### src/spm_pkg.sv
package spm_pkg;
  // register indices; byte address is four times the index
  localparam logic [7:0] IDX_CTRL = 8'hbc;
  localparam logic [7:0] IDX_STAT = 8'hbd;
  localparam logic [7:0] IDX_DATA = 8'hbe;
  localparam logic [7:0] IDX_IEN = 8'hc0;
  localparam logic [7:0] IDX_ISTAT = 8'hc1;
  localparam logic [7:0] IDX_IMASK = 8'hc2;

  // serial_control_register fields
  localparam int CTRL_EN = 7;
  localparam int CTRL_ROLE = 6;
  localparam int CTRL_CLOCK_IDLE_LEVEL = 5;
  localparam int CTRL_SAMPLE_EDGE_SELECT = 4;
  localparam int CTRL_BIT_ORDER_SELECT = 2;
  localparam int CTRL_RATE = 0;
  localparam logic [7:0] CTRL_RST = 8'h00;

  // serial_status_register fields
  localparam int STAT_DONE = 7;
  localparam int STAT_WRITE_COLLISION_FLAG = 6;
  localparam int STAT_OVF = 4;
  localparam int STAT_RBF = 3;
  localparam int STAT_BUSY = 2;

  localparam logic [7:0] DATA_RST = 8'h00;

  // interrupt enable register fields
  localparam int IEN_SPI = 0;
  localparam int IEN_GLOBAL = 1;
  localparam logic [1:0] IEN_RST = 2'h0;

  // sticky event status and mask layout
  localparam int EV_DONE = 0;
  localparam int EV_WRITE_COLLISION_FLAG = 1;
  localparam int EV_OVF = 2;
  localparam logic [2:0] EV_RST = 3'h0;

  // clock edges in one byte transfer
  localparam logic [4:0] XFER_EDGES = 5'h10;

  typedef enum logic [1:0] {
    SPM_IDLE = 2'b01,
    SPM_RUN = 2'b10
  } spm_state_e;
endpackage : spm_pkg

### src/spm_spi_port.sv
// The implementer's own choice: the Avalon-MM register port.
`timescale 1ns/1ps
// Functional notes
// - enable bit switches port and hands pins over
// - role bit: 0 slave, 1 master; resets slave
// - polarity bit sets serial clock idle level
// - phase bit: sample first or second edge
// - order bit: msb first or lsb first
// - master rate field divides clock 2/4/8/16
// - done flag set at end, cleared ack/write0
// - collision on busy write, cleared idle write
// - overrun when end meets full; read/write0 clear
// - busy flag reads one during transfer
// - idle data write loads transmit buffer, and as master the shift register
// - one data address: write sends, read receives
// - done interrupts only with both enables set
module spm_spi_port (
  input wire logic clock,
  input wire logic rst,
  input wire logic [9:0] avs_address,
  input wire logic avs_read,
  input wire logic avs_write,
  input wire logic [31:0] avs_writedata,
  input wire logic [3:0] avs_byteenable,
  output logic [31:0] avs_readdata,
  output logic avs_waitrequest,
  input wire logic irq_ack,
  input wire logic sck_in,
  output logic sck_out,
  output logic sck_oe,
  input wire logic mosi_in,
  output logic mosi_out,
  output logic mosi_oe,
  input wire logic miso_in,
  output logic miso_out,
  output logic miso_oe,
  input wire logic ss_n_in,
  output logic irq
);
  logic wait_r, done_r, write_collision_flag_r, ovf_r, rbf_r, irq_r;
  logic [31:0] rdata_r;
  logic [7:0] ctrl_r, tx_buf_r, rx_buf_r, tx_sh_r, rx_sh_r;
  logic [1:0] ien_r;
  logic [2:0] ev_r, mask_r;
  spm_pkg::spm_state_e st_r;
  logic [3:0] div_r;
  logic [4:0] edge_r;
  logic sck_r, out_r, sck_oe_r, mosi_oe_r, miso_oe_r;
  logic [2:0] sck_s, ss_s;
  logic [1:0] mosi_s, miso_s;

  logic req, acc_wr, acc_rd, rd_data;
  logic wr_ctrl, wr_stat, wr_data, wr_ien, wr_ev, wr_mask;
  logic [7:0] wbyte, tx_src;
  logic [31:0] rd_mux;
  logic en, master, clock_idle_level, sample_edge_select, bit_order_select, busy;
  logic [3:0] half_m1;
  logic m_tick, lead_ev, trail_ev, last_ev;
  logic start_m, start_s, start, abort, launch, sample, finish, rx_bit;

  assign en = ctrl_r[spm_pkg::CTRL_EN];
  assign master = ctrl_r[spm_pkg::CTRL_ROLE];
  assign clock_idle_level = ctrl_r[spm_pkg::CTRL_CLOCK_IDLE_LEVEL];
  assign sample_edge_select = ctrl_r[spm_pkg::CTRL_SAMPLE_EDGE_SELECT];
  assign bit_order_select = ctrl_r[spm_pkg::CTRL_BIT_ORDER_SELECT];
  assign busy = (st_r == spm_pkg::SPM_RUN);
  assign wbyte = avs_writedata[7:0];

  // avalon slave: one wait cycle, then the request is taken
  assign req = avs_read | avs_write;
  assign acc_wr = avs_write & ~wait_r & avs_byteenable[0];
  assign acc_rd = avs_read & ~wait_r;

  always_comb begin
    wr_ctrl = 1'b0;
    wr_stat = 1'b0;
    wr_data = 1'b0;
    wr_ien = 1'b0;
    wr_ev = 1'b0;
    wr_mask = 1'b0;
    rd_data = 1'b0;
    rd_mux = 32'h0;
    if (avs_address == {spm_pkg::IDX_CTRL, 2'b00}) begin
      wr_ctrl = acc_wr;
      rd_mux = {24'h0, ctrl_r};
    end else if (avs_address == {spm_pkg::IDX_STAT, 2'b00}) begin
      wr_stat = acc_wr;
      rd_mux = {24'h0, done_r, write_collision_flag_r, 1'b0, ovf_r, rbf_r, busy, 2'b00};
    end else if (avs_address == {spm_pkg::IDX_DATA, 2'b00}) begin
      wr_data = acc_wr;
      rd_data = acc_rd;
      rd_mux = {24'h0, rx_buf_r};
    end else if (avs_address == {spm_pkg::IDX_IEN, 2'b00}) begin
      wr_ien = acc_wr;
      rd_mux = {30'h0, ien_r};
    end else if (avs_address == {spm_pkg::IDX_ISTAT, 2'b00}) begin
      wr_ev = acc_wr;
      rd_mux = {29'h0, ev_r};
    end else if (avs_address == {spm_pkg::IDX_IMASK, 2'b00}) begin
      wr_mask = acc_wr;
      rd_mux = {29'h0, mask_r};
    end
  end

  always_ff @(posedge clock) begin
    if (rst) begin
      wait_r <= 1'b1;
      rdata_r <= 32'h0;
    end else if (req & wait_r) begin
      wait_r <= 1'b0;
      rdata_r <= rd_mux;
    end else begin
      wait_r <= 1'b1;
    end
  end

  always_ff @(posedge clock) begin
    if (rst) begin
      ctrl_r <= spm_pkg::CTRL_RST;
      ien_r <= spm_pkg::IEN_RST;
      mask_r <= spm_pkg::EV_RST;
    end else begin
      if (wr_ctrl) begin
        ctrl_r <= wbyte & 8'hf7;
      end
      if (wr_ien) begin
        ien_r <= wbyte[1:0];
      end
      if (wr_mask) begin
        mask_r <= wbyte[2:0];
      end
    end
  end

  // input synchronisers
  always_ff @(posedge clock) begin
    if (rst) begin
      sck_s <= 3'h0;
      mosi_s <= 2'h0;
      miso_s <= 2'h0;
      ss_s <= 3'h7;
    end else begin
      sck_s <= {sck_s[1:0], sck_in};
      mosi_s <= {mosi_s[0], mosi_in};
      miso_s <= {miso_s[0], miso_in};
      ss_s <= {ss_s[1:0], ss_n_in};
    end
  end

  always_comb begin
    case (ctrl_r[spm_pkg::CTRL_RATE +: 2])
      2'b00: half_m1 = 4'h0;
      2'b01: half_m1 = 4'h1;
      2'b10: half_m1 = 4'h3;
      default: half_m1 = 4'h7;
    endcase
  end

  assign m_tick = busy & master & (div_r == half_m1);
  always_comb begin
    lead_ev = 1'b0;
    trail_ev = 1'b0;
    if (master) begin
      lead_ev = m_tick & ~edge_r[0];
      trail_ev = m_tick & edge_r[0];
    end else if (busy & ~ss_s[2] & (sck_s[2] != sck_s[1])) begin
      lead_ev = (sck_s[1] != clock_idle_level);
      trail_ev = (sck_s[1] == clock_idle_level);
    end
  end

  assign start_m = en & master & wr_data & ~busy;
  assign start_s = en & ~master & ~busy & ss_s[2] & ~ss_s[1];
  assign start = start_m | start_s;
  assign abort = busy & (~en | (~master & ss_s[1]));
  assign last_ev = (edge_r == spm_pkg::XFER_EDGES - 5'h1);
  assign launch = sample_edge_select ? lead_ev : (trail_ev & ~last_ev);
  assign sample = sample_edge_select ? trail_ev : lead_ev;
  assign finish = busy & (lead_ev | trail_ev) & last_ev;
  assign rx_bit = master ? miso_s[1] : mosi_s[1];
  // a master start takes the byte being written, not the stale buffer
  assign tx_src = start_m ? wbyte : tx_buf_r;

  always_ff @(posedge clock) begin
    if (rst) begin
      st_r <= spm_pkg::SPM_IDLE;
      div_r <= 4'h0;
      edge_r <= 5'h0;
    end else begin
      case (st_r)
        spm_pkg::SPM_IDLE: begin
          div_r <= 4'h0;
          edge_r <= 5'h0;
          if (start) begin
            st_r <= spm_pkg::SPM_RUN;
          end
        end
        spm_pkg::SPM_RUN: begin
          div_r <= m_tick ? 4'h0 : div_r + 4'h1;
          if (lead_ev | trail_ev) begin
            edge_r <= edge_r + 5'h1;
          end
          if (finish | abort) begin
            st_r <= spm_pkg::SPM_IDLE;
          end
        end
        default: st_r <= spm_pkg::SPM_IDLE;
      endcase
    end
  end

  // shift path: both data outputs carry the launched bit
  always_ff @(posedge clock) begin
    if (rst) begin
      tx_sh_r <= 8'h0;
      rx_sh_r <= 8'h0;
      out_r <= 1'b0;
      sck_r <= 1'b0;
    end else begin
      if (start) begin
        out_r <= bit_order_select ? tx_src[0] : tx_src[7];
        tx_sh_r <= bit_order_select ? {1'b0, tx_src[7:1]} : {tx_src[6:0], 1'b0};
        if (sample_edge_select) begin
          out_r <= out_r;
          tx_sh_r <= tx_src;
        end
      end else if (launch) begin
        out_r <= bit_order_select ? tx_sh_r[0] : tx_sh_r[7];
        tx_sh_r <= bit_order_select ? {1'b0, tx_sh_r[7:1]} : {tx_sh_r[6:0], 1'b0};
      end
      if (sample) begin
        rx_sh_r <= bit_order_select ? {rx_bit, rx_sh_r[7:1]} : {rx_sh_r[6:0], rx_bit};
      end
      if (~busy | ~master) begin
        sck_r <= clock_idle_level;
      end else if (m_tick) begin
        sck_r <= ~sck_r;
      end
    end
  end

  always_ff @(posedge clock) begin
    if (rst) begin
      sck_oe_r <= 1'b0;
      mosi_oe_r <= 1'b0;
      miso_oe_r <= 1'b0;
    end else begin
      sck_oe_r <= en & master;
      mosi_oe_r <= en & master;
      miso_oe_r <= en & ~master & ~ss_s[1];
    end
  end

  always_ff @(posedge clock) begin
    if (rst) begin
      tx_buf_r <= spm_pkg::DATA_RST;
      rx_buf_r <= spm_pkg::DATA_RST;
    end else begin
      if (wr_data & ~busy) begin
        tx_buf_r <= wbyte;
      end
      if (finish) begin
        rx_buf_r <= sample
          ? (bit_order_select ? {rx_bit, rx_sh_r[7:1]} : {rx_sh_r[6:0], rx_bit})
          : rx_sh_r;
      end
    end
  end

  // flags: a hardware set wins over any clear in the same cycle
  always_ff @(posedge clock) begin
    if (rst) begin
      done_r <= 1'b0;
      write_collision_flag_r <= 1'b0;
      ovf_r <= 1'b0;
      rbf_r <= 1'b0;
    end else begin
      if (finish) begin
        done_r <= 1'b1;
      end else if (irq_ack | (wr_stat & ~wbyte[spm_pkg::STAT_DONE])) begin
        done_r <= 1'b0;
      end
      if (wr_data & busy) begin
        write_collision_flag_r <= 1'b1;
      end else if (wr_data | (wr_stat & ~wbyte[spm_pkg::STAT_WRITE_COLLISION_FLAG])) begin
        write_collision_flag_r <= 1'b0;
      end
      if (finish & rbf_r) begin
        ovf_r <= 1'b1;
      end else if (rd_data | (wr_stat & ~wbyte[spm_pkg::STAT_OVF])) begin
        ovf_r <= 1'b0;
      end
      if (finish) begin
        rbf_r <= 1'b1;
      end else if (rd_data | (wr_stat & ~wbyte[spm_pkg::STAT_RBF])) begin
        rbf_r <= 1'b0;
      end
    end
  end

  always_ff @(posedge clock) begin
    if (rst) begin
      ev_r <= spm_pkg::EV_RST;
      irq_r <= 1'b0;
    end else begin
      ev_r[spm_pkg::EV_DONE] <= finish |
        (ev_r[spm_pkg::EV_DONE] & ~(wr_ev & wbyte[spm_pkg::EV_DONE]));
      ev_r[spm_pkg::EV_WRITE_COLLISION_FLAG] <= (wr_data & busy) |
        (ev_r[spm_pkg::EV_WRITE_COLLISION_FLAG] & ~(wr_ev & wbyte[spm_pkg::EV_WRITE_COLLISION_FLAG]));
      ev_r[spm_pkg::EV_OVF] <= (finish & rbf_r) |
        (ev_r[spm_pkg::EV_OVF] & ~(wr_ev & wbyte[spm_pkg::EV_OVF]));
      irq_r <= ien_r[spm_pkg::IEN_GLOBAL] & ien_r[spm_pkg::IEN_SPI] &
        (|(ev_r & mask_r));
    end
  end

  assign avs_readdata = rdata_r;
  assign avs_waitrequest = wait_r;
  assign sck_out = sck_r;
  assign sck_oe = sck_oe_r;
  assign mosi_out = out_r;
  assign mosi_oe = mosi_oe_r;
  assign miso_out = out_r;
  assign miso_oe = miso_oe_r;
  assign irq = irq_r;
endmodule : spm_spi_port

### config.mk
export PLATFORM = sky130hd
export DESIGN_NAME = spm_spi_port
export DESIGN_NICKNAME = d
export VERILOG_FILES = /design/src/spm_pkg.sv /design/src/spm_spi_port.sv
export SDC_FILE = /design/constraint.sdc
export NUM_CORES = 1
export LEC_CHECK = 0
export BUFFER_PORTS_ARGS = -buffer_cell sky130_fd_sc_hd__buf_4
export CORE_MARGIN = 2
export CORE_UTILIZATION = 55
export DETAILED_ROUTE_END_ITERATION = 8
export HOLD_SLACK_MARGIN = 0.12
export PLACE_DENSITY = 0.88
export SLEW_MARGIN = 15
export SYNTH_ARGS = -nofsm -noshare
export SYNTH_HDL_FRONTEND = slang
export SYNTH_SLANG_ARGS = --single-unit
### constraint.sdc
create_clock -name clock -period 2.4 [get_ports clock]
set_input_delay 0 -clock clock [delete_from_list [all_inputs] [get_ports clock]]
set_output_delay 0 -clock clock [all_outputs]
set_load 0.02 [all_outputs]
### Yosys cells after proc, flatten, opt, wreduce, memory -nomap -nowiden

Cells that the tools add are included.

| operators by class | value |
|---|---|
| bitwise logic cells | 68 |
| reduce and logical (&&, ||, !) cells | 12 |
| add/sub/neg operators | 2 |
| equal/unequal tests | 19 |
| mux-type cells | 69 |

Operators with widths:

| cell | count |
|---|---|
| 8-bit 2-to-1 mux | 11 |
| 10-bit == test (second input constant) | 6 |
| 1-bit 2-to-1 mux | 47 |
| 1-bit bitwise AND | 38 |
| 1-bit NOT | 16 |
| 2-bit nonzero test | 7 |
| 1-bit bitwise OR | 13 |
| 5-bit one-hot mux with 2 select lines | 1 |
| 3-bit 2-to-1 mux | 3 |
| 3-bit one-hot mux with 3 select lines | 1 |
| 4-bit one-hot mux with 2 select lines | 1 |
| 2-bit AND reduction | 3 |
| 5-bit by 1-bit adder with 5-bit output (second input constant) | 1 |
| 5-bit by 4-bit == test with 1-bit output (second input constant) | 1 |
| 5-bit 2-to-1 mux | 1 |
| 4-bit by 1-bit adder with 4-bit output (second input constant) | 1 |
| 2-bit by 1-bit == test with 1-bit output (second input constant) | 2 |
| 2-bit == test (second input constant) | 2 |
| 4-bit == test | 1 |
| 2-bit 2-to-1 mux | 2 |
| 4-bit 2-to-1 mux | 1 |
| 2-bit by 1-bit inequality test with 1-bit output (second input constant) | 2 |
| 2-bit inequality test (second input constant) | 2 |
| 2-bit one-hot mux with 2 select lines | 1 |
| other kinds (5) | 6 |

| storage, ports and cells | value |
|---|---|
| word-level logic and storage cells | 196 |
| bits of input ports | 55 |
| flip-flop bits (word level) | 110 |

### Longest topological paths before layout

Gate-level depths: netlist of the first run.

| logic depth | value |
|---|---|
| depth after elaboration | 12 |
| mapped depth | 11 |
| mapped depth without buffers | 8 |

### Least setup slack after synthesis of the first run

No wires, ideal clock.

| timing path | value |
|---|---|
| kind | reg-to-reg |
| start point | register st_r[0] |
| end point | register rx_buf_r[6] |
| data arrival time | 2.072 ns |
| cell stages (with the launch flop) | 11 |
| setup slack | 0.206 ns |
| setup time | 0.122 ns |
| period minus slack after synthesis | 2.194 ns |
| cells stage by stage | dfxtp_1 > inv_1 > ha_1 > buf_2 > nor3b_1 > nand2_1 > inv_1 > o21ai_1 > clkbuf_1 > nor3_1 > a311o_1 |

| on the way | value |
|---|---|
| word-level cells in the longest chain between the ends | 8 |
| elaborated cells on any way between the ends | 16 |
| classes of those cells | eq/ne: 1; mux: 6; bitwise: 9 |

RTL lines:

| element | line | RTL |
|---|---|---|
| start: declaration | spm_spi_port.sv:45 | `spm_pkg::spm_state_e st_r;` |
| start signal: assignment | spm_spi_port.sv:186 | `st_r <= spm_pkg::SPM_IDLE;` |
| start signal: assignment | spm_spi_port.sv:195 | `st_r <= spm_pkg::SPM_RUN;` |
| start signal: assignment | spm_spi_port.sv:204 | `st_r <= spm_pkg::SPM_IDLE;` |
| 2-bit == test * | spm_spi_port.sv:66 | `assign busy = (st_r == spm_pkg::SPM_RUN);` |
| 1-bit bitwise AND (on tied branches) (2 in series) | spm_spi_port.sv:166, spm_spi_port.sv:159 |  |
| 1-bit 2-to-1 mux, or another cell as far along | spm_spi_port.sv:166 | `end else if (busy & ~ss_s[2] & (sck_s[2] != sck_s[1])) begin` |
| 1-bit 2-to-1 mux | spm_spi_port.sv:163 | `if (master) begin` |
| 1-bit bitwise OR | spm_spi_port.sv:179 | `assign finish = busy & (lead_ev \| trail_ev) & last_ev;` |
| 1-bit bitwise AND (2 in series) | spm_spi_port.sv:179 |  |
| end signal: assignment | spm_spi_port.sv:257 | `rx_buf_r <= spm_pkg::DATA_RST;` |
| end signal: assignment | spm_spi_port.sv:263 | `rx_buf_r <= sample` |
| end: declaration | spm_spi_port.sv:42 | `logic [7:0] ctrl_r, tx_buf_r, rx_buf_r, tx_sh_r, rx_sh_r;` |

Mark *: on every way between the ends. The rest lies on a longest branch, timed or not.
A chain may end at the register's enable or synchronous reset.

### Worst setup path in the final report of the first run

| timing path | value |
|---|---|
| start point | register st_r[0] |
| end point | register tx_sh_r[1] |

| on the way | value |
|---|---|
| word-level cells in the longest chain between the ends | 8 |
| elaborated cells on any way between the ends | 24 |
| classes of those cells | eq/ne: 1; mux: 9; bitwise: 13; reduce/logical: 1 |

RTL lines:

| element | line | RTL |
|---|---|---|
| 2-bit == test * | spm_spi_port.sv:66 |  |
| 1-bit bitwise AND (on tied branches) (2 in series) | spm_spi_port.sv:166, spm_spi_port.sv:159 |  |
| 1-bit 2-to-1 mux or 1-bit bitwise AND (tied branches) | spm_spi_port.sv:166, spm_spi_port.sv:165 |  |
| 1-bit 2-to-1 mux | spm_spi_port.sv:163 |  |
| 1-bit bitwise AND | spm_spi_port.sv:177 | `assign launch = sample_edge_select ? lead_ev : (trail_ev & ~last_ev);` |
| 1-bit 2-to-1 mux | spm_spi_port.sv:177 |  |
| 2-bit nonzero test (no source line) | -- |  |
| end signal: assignment | spm_spi_port.sv:222 | `tx_sh_r <= bit_order_select ? {1'b0, tx_src[7:1]} : {tx_src[6:0], 1'b0};` |
| end signal: assignment | spm_spi_port.sv:225 | `tx_sh_r <= tx_src;` |
| end signal: assignment | spm_spi_port.sv:229 | `tx_sh_r <= bit_order_select ? {1'b0, tx_sh_r[7:1]} : {tx_sh_r[6:0], 1'b0};` |
| end: declaration | spm_spi_port.sv:42 |  |

Marked as above.

==> results of run 1 <==
-- synth_stat cells, drive strengths merged (6+ instances only) --
cell and number:
dfxtp 86, nor2 61, mux2i 43, nand2 43
buf 37, a21oi 29, clkbuf 25, o21ai 25
nor3 16, inv 14, mux2 13, nand3 13
nor2b 13, a211oi 9, nand4 9, and3 7
and4 7, a211o 6, a311o 6, a31oi 6
nand2b 6
-- metrics by stage --
step	TNS [ns]	setup WS (ns)	hold slack, ns	area, um^2	utilization
floorplan	0	0.206	0.104	4760	-
global placement	0	0.0721	0.191	5100	0.621
detailed placement	-0.0439	-0.0256	0.194	5100	0.621
CTS	0	0.0306	0.142	5510	0.671
global route	-0.0396	-0.0347	0.219	5610	0.683
finish	0	0.108	0.171	5610	0.683
-- power groups by stage --
stage               combinational, mW  clock (mW)  sequential, mW
finish                          0.204        1.23            1.44
global route                    0.220        1.29            1.45
floorplan                       0.130           0            1.48
detailed placement              0.175           0            1.48
CTS                             0.198        1.22            1.44
global placement                0.170           0            1.48
-- state kept, by name, summed over array words and instances, names as in the netlist, 4 cells and up --
signal / cells
avs_readdata: 8
ctrl_r: 7
div_r: 4
edge_r: 5
rx_buf_r: 8
rx_sh_r: 8
tx_buf_r: 8
tx_sh_r: 8
-- cell families after synthesis --
logic type	Yosys count	synth area share
XOR/XNOR	4	0.00750
AO/OA/AOI/OAI	114	0.171
flip-flops	86	0.369
multiplexers	58	0.133
buffers and inverters	77	0.0855
AND/OR/NAND/NOR	201	0.220
adder cells (fa/ha/maj)	5	0.0134
other	1	0.000803
-- layer usage --
layer | vias to the layer above | global-route usage | routed length (um)
li1 | 2050 | - | -
met1 | 2101 | 0.323 | 5110
met2 | 156 | 0.443 | 5880
met3 | 20 | 0.0337 | 640
met4 | 0 | 0.0929 | 191
met5 | - | 0 | 0
-- worst min path at each step --
stage | endpoint | startpoint | slack [ns]
floorplan | ss_s[0] | ss_n_in | 0.10
global placement | ss_s[0] | ss_n_in | 0.19
detailed placement | ss_s[0] | ss_n_in | 0.19
CTS | mask_r[1] | avs_address[6] | 0.14
global route | avs_readdata[5] | avs_address[2] | 0.22
finish | mask_r[1] | avs_address[6] | 0.17
-- critical path, stage by stage (launching register included) --
cell and delay [ns]:
dfxtp_2 0.33, inv_1 0.04, ha_2 0.19, buf_6 0.14
nor4bb_4 0.27, nand4_1 0.21, buf_6 0.23, mux2i_1 0.36
mux2i_1 0.14, nor3_1 0.18, nor3_1 0.09
-- layout make-up --
class / count / share of cell area
flip-flops and latches: 86 / 0.307
well taps: 105 / 0.0234
clock buffers: 11 / 0.0252
repair buffers: 96 / 0.137
inverters: 15 / 0.0100
clock inverters: 4 / 0.0169
multi-input cells: 406 / 0.480
-- timing repair --
action,CTS,global route
hold buffers,17,0
hold endpoints to repair,34,0
gates resized for setup,1,12
setup endpoints to repair,5,12
cloned,0,1
buffers inserted,0,5
pin swaps,0,1
==> metrics.md, run 1 <==
| Metric | Value |
|---|---|
| GRT Total Usage | `0.255` |
| Layout cell share with drive strength beyond 1 | `0.209` |
| Number of enable flip-flop cells after synthesis | `0` |
| Avg Synthesized Cell Area | `~8.6 um^2` |
| Crit. Startpoint | `st_r[0]` |
| Pwr dens | `512 mW/mm^2` |
| Die width | `96.1 um` |
| Top FF cell, synth | `dfxtp_1` |
| Max-slew headroom | `0.481` |
| Vias/cell | `approximately 6` |
| Area Growth Syn to Fin | `20.2%` |
| Cells on worst reg2reg path | `10` |
| Fmax | `436 MHz` |
| Setup violators final | `0` |
| First-pass GRT wire length | `about 19,000 um` |
| Vias | `4,327` |
| Critical Path End Type | `register` |
| Wire length per cell | `16.3 um` |
| Arr. time, crit path | `2.54 ns` |
| Synth warnings | `0` |
| Placed Cells incl. Taps | `between 600 and 700` |
| Setup crit end | `tx_sh_r[1]` |
| Post-layout net count | `674` |
| R2R Setup Slk | `~0.11 ns` |
| Final Skew | `~0.012 ns` |
| Synth top area cells | `dfxtp_1 (37%), mux2i_1 (9.2%), nor2_1 (4.9%)` |
| Most common cell after layout, fill and taps aside | `dfxtp_1` |
| Hold crit path type | `in -> reg` |
| Root buf cell | `clkbuf_8` |
| Ratio of final minimum period to clock period | `0.955` |
| Detail Route Antenna Nets | `0` |
| I/O pins | `95` |
| Std-Cell Rows | `33` |
| Synth Register Bits | `86` |
| Int Power | `2.23 mW` |
| Final WL | `11,800 um` |
| Clk pwr share | `0.427` |
| Die height | `approximately 96 um` |
| Final non-filler cell total | `723` |
| Comb power frac | `0.071` |
| CP required | `2.65 ns` |
| Setup CP Type | `reg -> reg` |
| DR pass1 iterations | `5` |
| Leak pwr | `2.34 nW` |
| Most frequent cells in the layout | `dfxtp_1 (85), buf_4 (76), nor2_1 (61), nand2_1 (43), mux2i_1 (41)` |
| Gpl congestion | `0.932` |
| Largest net degree at the start of global routing | `76` |
| Clock-pin slew on the worst setup and hold paths | `roughly 0.08 ns` |
| DIE AREA | `between 0.009 and 0.01 mm^2` |
| Worst-Skew Late Latency | `0.36 ns` |
| Initial antenna violation count | `0` |
| Tmin final | `2.29 ns` |
| Register area share after synthesis | `0.369` |
| Worst R2R Start | `st_r[0]` |
| H-tree lvl count | `3` |
| Worst hold stages | `5` |
| Netlist cell types | `64` |
| Number of diodes | `0` |
| Area share of the leading cell type in the synthesized netlist | `0.369` |
| Area leader, netlist | `dfxtp_1` |
| Multi-input gate area in the final layout | `0.00270 mm^2` |
| Post-Syn Area | `0.00467 mm^2` |
| Async SR Flop Fraction | `0` |
| Max rail drop VDD | `0.000312 V` |
| Net Sw Frac | `0.224` |
| Worst-path fanout max | `9` |
| CTS max path bufs | `2` |
| Worst r2r dst | `tx_sh_r[1]` |
| CTS tree | `yes` |
| MaxCap Viol Count | `0` |
| Critical Path Start Type | `register` |
| Worst slew pin tran | `just under 0.8 ns` |
| Net Sw Power | `0.644 mW` |
| Sequential share of power | `0.502` |
| Total gr overflow | `0` |
| CORE AREA | `0.00822 mm^2` |
| DRC violations left | `0` |
| Synthesized instance count | `546` |
| Overall power | `2.87 mW` |
| Pins Over Slew Limit | `0` |
| Final hold viol count | `0` |
| Post-DP HPWL | `8170 um` |
| Initial DRC Count | `approximately 270` |
| Initial Utilization | `0.568` |
| PortBufs | `43` |
| Number of global-route vias before repair | `3,936` |
| Sink Count | `86` |
| Outcome | `finished, final reports clean` |
| Reg area | `0.00172 mm^2` |
| Cts bufs inserted | `9` |
| Fill cells | `about 660` |
Power figures use the tool's default switching activity.
==> inputs of run 2 (changes only) <==
==> constraint.sdc (replaced) <==
create_clock -name clock -period 2.6 [get_ports clock]
set_input_delay 0 -clock clock [delete_from_list [all_inputs] [get_ports clock]]
set_output_delay 0 -clock clock [all_outputs]
set_load 0.02 [all_outputs]
==> run 2 against run 1 <==
Effect of this change: maximum frequency fell by 6.6%; clock power fell by 5%; clock skew fell by 0.0051 ns; global-route usage rose by 0.59 points; count of clock-buffer cells in the layout rose by 2; combinational power fell by 9.8%; cell count fell by 2.2%; setup slack improved by 0.038 ns; first-iteration DRC count rose by 35%; sequential power fell by 8%; critical endpoint is now tx_sh_r[6].
==> metrics.md, run 2 (same netlist as run 1, synthesis figures left out) <==
| Metric | Value |
|---|---|
| Hold crit path type | `in -> reg (unchanged)` |
| Most frequent cells in the layout | `dfxtp_1 (86), buf_4 (62), nor2_1 (61), nand2_1 (43), mux2i_1 (43) (was dfxtp_1 (85), buf_4 (76), nor2_1 (61), nand2_1 (43), mux2i_1 (41))` |
| Vias | `4,237 (was 4,327)` |
| Ratio of final minimum period to clock period | `0.944 (was 0.955)` |
| Final WL | `11,600 um (was 11,800 um)` |
| CP required | `2.82 ns (was 2.65 ns)` |
| Post-Place Setup Slack | `0.153 ns (was -0.0256 ns)` |
| CTS tree | `yes (unchanged)` |
| I/O pins | `95 (unchanged)` |
| Std-Cell Rows | `33 (unchanged)` |
| Multi-input gate area in the final layout | `0.00265 mm^2 (was 0.00270 mm^2)` |
| Setup TNS | `0 ns (unchanged)` |
| Max-slew headroom | `0.226 (was 0.481)` |
| Layout cell share with drive strength beyond 1 | `0.176 (was 0.209)` |
| Worst slew pin tran | `1.15 ns (was 0.778 ns)` |
| Detail Route Antenna Nets | `0 (unchanged)` |
| Number of global-route vias before repair | `3,984 (was 3,936)` |
| DR pass1 iterations | `5 (unchanged)` |
| Setup CP Type | `reg -> reg (unchanged)` |
| Clock-pin slew on the worst setup and hold paths | `0.08 ns (about the same)` |
| Final hold viol count | `0 (unchanged)` |
| GRT Total Usage | `0.261 (was 0.255)` |
| Cts bufs inserted | `9 (unchanged)` |
| Number of diodes | `0 (unchanged)` |
| Worst-path fanout max | `17 (was 9)` |
| Largest net degree at the start of global routing | `76 (unchanged)` |
| Fmax | `407 MHz (was 436 MHz)` |
| Total gr overflow | `0 (unchanged)` |
| Initial DRC Count | `362 (was 268)` |
| Max rail drop VDD | `0.000425 V (was 0.000312 V)` |
| CTS max path bufs | `2 (unchanged)` |
| Pins Over Slew Limit | `0 (unchanged)` |
| Root buf cell | `clkbuf_8 (unchanged)` |
| Post-layout net count | `657 (was 674)` |
| Hold WS | `0.175 ns (was 0.171 ns)` |
| Sink Count | `86 (unchanged)` |
| Final non-filler cell total | `707 (was 723)` |
| RSZ-0062 raised after global routing | `no` |
| Critical Path End Type | `register (unchanged)` |
| Area Growth Syn to Fin | `16.6% (was 20.2%)` |
| Initial Utilization | `0.568 (unchanged)` |
| Die width | `96.1 um (unchanged)` |
| Post-DP HPWL | `8060 um (was 8170 um)` |
| Final Skew | `0.00720 ns (was 0.0123 ns)` |
| Placed Cells incl. Taps | `674 (was 685)` |
| Leak pwr | `2.26 nW (was 2.34 nW)` |
| Most common cell after layout, fill and taps aside | `dfxtp_1 (unchanged)` |
| First-pass GRT wire length | `18,700 um (was 18,500 um)` |
| Die height | `96.1 um (unchanged)` |
| Gpl congestion | `0.867 (was 0.932)` |
| Wire length per cell | `16.4 um (was 16.3 um)` |
| Setup violators final | `0 (unchanged)` |
| H-tree lvl count | `3 (unchanged)` |
| CORE AREA | `0.00822 mm^2 (unchanged)` |
| Reg area | `0.00172 mm^2 (about the same)` |
| PortBufs | `43 (unchanged)` |
| Arr. time, crit path | `2.68 ns (was 2.54 ns)` |
| Worst setup margin | `0.145 ns (was 0.108 ns)` |
| Critical Path Start Type | `register (unchanged)` |
| Fill cells | `685 (was 659)` |
| Outcome | `finished, final reports clean (unchanged)` |
| Tmin final | `2.45 ns (was 2.29 ns)` |
| Vias/cell | `5.99 (was 5.98)` |
| MaxCap Viol Count | `0 (unchanged)` |
| Initial antenna violation count | `0 (unchanged)` |
| Pwr dens | `493 mW/mm^2 (was 512 mW/mm^2)` |
| DIE AREA | `0.00924 mm^2 (unchanged)` |
| Worst-Skew Late Latency | `0.37 ns (was 0.36 ns)` |
| DRC violations left | `0 (unchanged)` |
run 2: layout make-up:
type	count	area share
clock buffer	13	0.0292
multi-input combinational	406	0.487
tap	105	0.0241
clock inverter	3	0.0165
inverter	15	0.0103
sequential	86	0.316
timing repair buffer	79	0.117
run 2: final timing paths:
path	startpoint	to	slack (ns)	cells past startpoint
worst max-delay path	st_r[0]	tx_sh_r[6]	0.15	9
worst min-delay path	avs_write	avs_readdata[1]	0.17	4
worst max register to register	st_r[0]	tx_sh_r[6]	0.15	9
worst min register to register	ss_s[0]	ss_s[1]	0.41	1
run 2: stage by stage:
step / util / instance area [um^2] / power [mW]
3_5_place_dp: 0.610 / 5020 / 1.52
3_3_place_gp: 0.610 / 5020 / 1.52
6_report: 0.663 / 5440 / 2.68
4_1_cts: 0.661 / 5440 / 2.69
2_1_floorplan: - / 4760 / 1.49
5_1_grt: 0.663 / 5440 / 2.75
run 2: worst max-delay path: stages (launching register included):
cell and delay [ns]:
dfxtp_1 0.39, inv_1 0.06, ha_1 0.32, nor4bb_1 0.35, nand4_1 0.16, buf_4 0.26, mux2i_1 0.34, nor2_1 0.07
o21ai_0 0.25, a31oi_1 0.11
run 2: where the power goes:
part	switching, mW	internal, mW
combinational	0.114	0.0699
sequential	0.00639	1.33
clock	0.475	0.692
total	0.595	2.09
run 2: repair_timing:
action	4_1_cts	5_1_grt
resized for setup	0	2
setup endpoints to repair	0	7
buffers inserted	0	0
hold endpoints to repair	33	0
hold buffers	17	0
run 2: metal layers:
metal / up-vias / wire length [um] / GRT usage
li1: 2012 / - / -
met1: 2022 / 4840 / 0.332
met2: 176 / 5690 / 0.431
met3: 27 / 758 / 0.0368
met4: 0 / 284 / 0.135
met5: - / 0 / 0
==> inputs of run 3 (changes only) <==
--- a/config.mk
+++ b/config.mk
@@ -6,11 +6,13 @@
 export NUM_CORES = 1
 export LEC_CHECK = 0
 export BUFFER_PORTS_ARGS = -buffer_cell sky130_fd_sc_hd__buf_4
+export CELL_PAD_IN_SITES_DETAIL_PLACEMENT = 0
+export CELL_PAD_IN_SITES_GLOBAL_PLACEMENT = 2
 export CORE_MARGIN = 2
-export CORE_UTILIZATION = 55
+export CORE_UTILIZATION = 33
 export DETAILED_ROUTE_END_ITERATION = 8
 export HOLD_SLACK_MARGIN = 0.12
-export PLACE_DENSITY = 0.88
+export PLACE_DENSITY = 0.89
 export SLEW_MARGIN = 15
 export SYNTH_ARGS = -nofsm -noshare
 export SYNTH_HDL_FRONTEND = slang
==> run 3 against run 2 <==
Effect of this change: non-clock buffer count rose by 5; via count is 2.7% lower; maximum frequency is 2.0% higher; cell count rose by 11%; register-to-register slack gained 0.05 ns; sequential cell count is the same; largest power group unchanged.
==> metrics.md, run 3 (same netlist as run 1, synthesis figures left out) <==
| Metric | Value |
|---|---|
| Clock-pin slew on the worst setup and hold paths | `0.07 ns (was 0.08 ns)` |
| Fill cells | `1,388 (was 685)` |
| PortBufs | `43 (unchanged)` |
| Setup CP Type | `reg -> reg (unchanged)` |
| Final Skew | `0.00863 ns (was 0.00720 ns)` |
| Most common cell after layout, fill and taps aside | `dfxtp_1 (unchanged)` |
| Fmax | `415 MHz (was 407 MHz)` |
| Max rail drop VDD | `0.000310 V (was 0.000425 V)` |
| Arr. time, crit path | `2.64 ns (was 2.68 ns)` |
| Final non-filler cell total | `787 (was 707)` |
| Ratio of final minimum period to clock period | `0.926 (was 0.944)` |
| Met2 usage | `0.260 (was 0.431)` |
| CP required | `2.83 ns (was 2.82 ns)` |
| Max-slew headroom | `0.503 (was 0.226)` |
| Total gr overflow | `0 (unchanged)` |
| Detail Route Antenna Nets | `0 (unchanged)` |
| Outcome | `finished, final reports clean (unchanged)` |
| Pwr dens | `504 mW/mm^2 (was 493 mW/mm^2)` |
| CP cell instances | `inv_1 -> ha_1 -> nor4bb_1 -> nand4_1 -> buf_4 -> nor2b_1 -> and3_1 -> and3_1 -> a211o_1 (was inv_1 -> ha_1 -> nor4bb_1 -> nand4_1 -> buf_4 -> mux2i_1 -> nor2_1 -> o21ai_0 -> a31oi_1)` |
| Number of global-route vias before repair | `3,789 (was 3,984)` |
| DR pass1 iterations | `4 (was 5)` |
| Number of diodes | `0 (unchanged)` |
| Post-layout utilization of the core | `0.408 (was 0.663)` |
| Finished Cell Area | `0.00565 mm^2 (was 0.00544 mm^2)` |
| Layout cell share with drive strength beyond 1 | `0.180 (was 0.176)` |
| Initial Utilization | `0.338 (was 0.568)` |
| Pins Over Slew Limit | `0 (unchanged)` |
| First-pass GRT wire length | `19,200 um (was 18,700 um)` |
| GRT met1 Usage | `0.222 (was 0.332)` |
| CORE AREA | `0.0138 mm^2 (was 0.00822 mm^2)` |
| Initial DRC Count | `237 (was 362)` |
| Wire length per cell | `15.2 um (was 16.4 um)` |
| Worst slew pin tran | `0.741 ns (was 1.15 ns)` |
| Setup TNS | `0 ns (unchanged)` |
| MaxCap Viol Count | `0 (unchanged)` |
| Tmin final | `2.41 ns (was 2.45 ns)` |
| GRT Total Usage | `0.164 (was 0.261)` |
| CTS max path bufs | `2 (unchanged)` |
| Most frequent CP cell | `and3_1` |
| Leak pwr | `2.32 nW (was 2.26 nW)` |
| Post-DP HPWL | `8550 um (was 8060 um)` |
| H-tree lvl count | `3 (unchanged)` |
| Initial antenna violation count | `0 (unchanged)` |
| Placed Cells incl. Taps | `750 (was 674)` |
| Die width | `123 um (was 96.1 um)` |
| Final hold viol count | `0 (unchanged)` |
| Worst-path fanout max | `17 (unchanged)` |
| Final WL | `12,000 um (was 11,600 um)` |
| Crit-path slowest cell | `dfxtp_1 (unchanged)` |
| Die height | `123 um (was 96.1 um)` |
| Setup violators final | `0 (unchanged)` |
| M3 GR Usage | `0.0383 (was 0.0368)` |
| Max incr delay on CP | `0.36 ns (was 0.39 ns)` |
| Area Growth Syn to Fin | `20.9% (was 16.6%)` |
| Hold crit path type | `in -> reg (unchanged)` |
| DRC violations left | `0 (unchanged)` |
| Std-Cell Rows | `43 (was 33)` |
| Worst setup margin | `0.192 ns (was 0.145 ns)` |
| Sink Count | `86 (unchanged)` |
| Post-Place Setup Slack | `0.233 ns (was 0.153 ns)` |
| I/O pins | `95 (unchanged)` |
| Post-layout net count | `662 (was 657)` |
| RSZ-0062 raised after global routing | `no (unchanged)` |
| Post-CTS Setup Bufs | `0 (unchanged)` |
| Most frequent cells in the layout | `dfxtp_1 (86), buf_4 (63), nor2_1 (61), nand2_1 (43), mux2i_1 (43) (was dfxtp_1 (86), buf_4 (62), nor2_1 (61), nand2_1 (43), mux2i_1 (43))` |
| Worst-Skew Late Latency | `0.34 ns (was 0.37 ns)` |
| Vias/cell | `5.24 (was 5.99)` |
| Hold WS | `0.191 ns (was 0.175 ns)` |
| Vias | `4,124 (was 4,237)` |
| Critical Path Start Type | `register (unchanged)` |
| CTS tree | `yes (unchanged)` |
| Overall power | `2.84 mW (was 2.68 mW)` |
| DIE AREA | `0.0151 mm^2 (was 0.00924 mm^2)` |
| Cts bufs inserted | `9 (unchanged)` |
| Gpl congestion | `0.811 (was 0.867)` |
| Largest net degree at the start of global routing | `46 (was 76)` |
| GRT Max-Usage Layer | `met2 (unchanged)` |
| Root buf cell | `clkbuf_16 (was clkbuf_8)` |
| Critical Path End Type | `register (unchanged)` |
| Area post-placement | `0.00512 mm^2 (was 0.00502 mm^2)` |
-- run 3: final cells by class --
class | count | area, um^2 | share of cell area
clock buffer | 11 | 253 | 0.0448
clock inverter | 5 | 57.6 | 0.0102
inverter | 15 | 56.3 | 0.00997
sequential | 86 | 1720 | 0.305
tap | 180 | 225 | 0.0399
timing repair buffer | 84 | 683 | 0.121
multi-input combinational | 406 | 2650 | 0.469
-- run 3: path summary, 6_finish.rpt --
kind / from / slack [ns] / cells after the start / to
max: st_r[0] / 0.19 / 9 / tx_sh_r[4]
max reg2reg: st_r[0] / 0.19 / 9 / tx_sh_r[4]
min reg2reg: ss_s[0] / 0.41 / 1 / ss_s[1]
min: avs_address[6] / 0.19 / 5 / ev_r[1]
-- run 3: timing repair --
| item | 4_1_cts | 5_1_grt |
|---|---|---|
| endpoints found under the setup margin | 0 | 6 |
| gates resized for setup | 0 | 2 |
| hold buffers | 21 | 0 |
| hold endpoints to repair | 53 | 0 |
-- run 3: worst max-delay path, delay by kind of cell, from the launching register on --
family / cells / cell delay [ns]
adder cells (fa/ha/maj): 1 / 0.27
buffers and inverters: 2 / 0.31
AO/OA/AOI/OAI: 1 / 0.21
AND/OR/NAND/NOR: 5 / 1.14
flip-flops: 1 / 0.36
-- run 3: metal layers --
layer  vias to the layer above  part of all wire
met1                      1979              0.49
met3                         9             0.042
met2                       100              0.46
met4                         0            0.0099
li1                       2036                 -
met5                         -                 0
-- run 3: report_power, final --
group | internal, mW | switching, mW
clock | 0.796 | 0.526
sequential | 1.33 | 0.00595
combinational | 0.0728 | 0.116
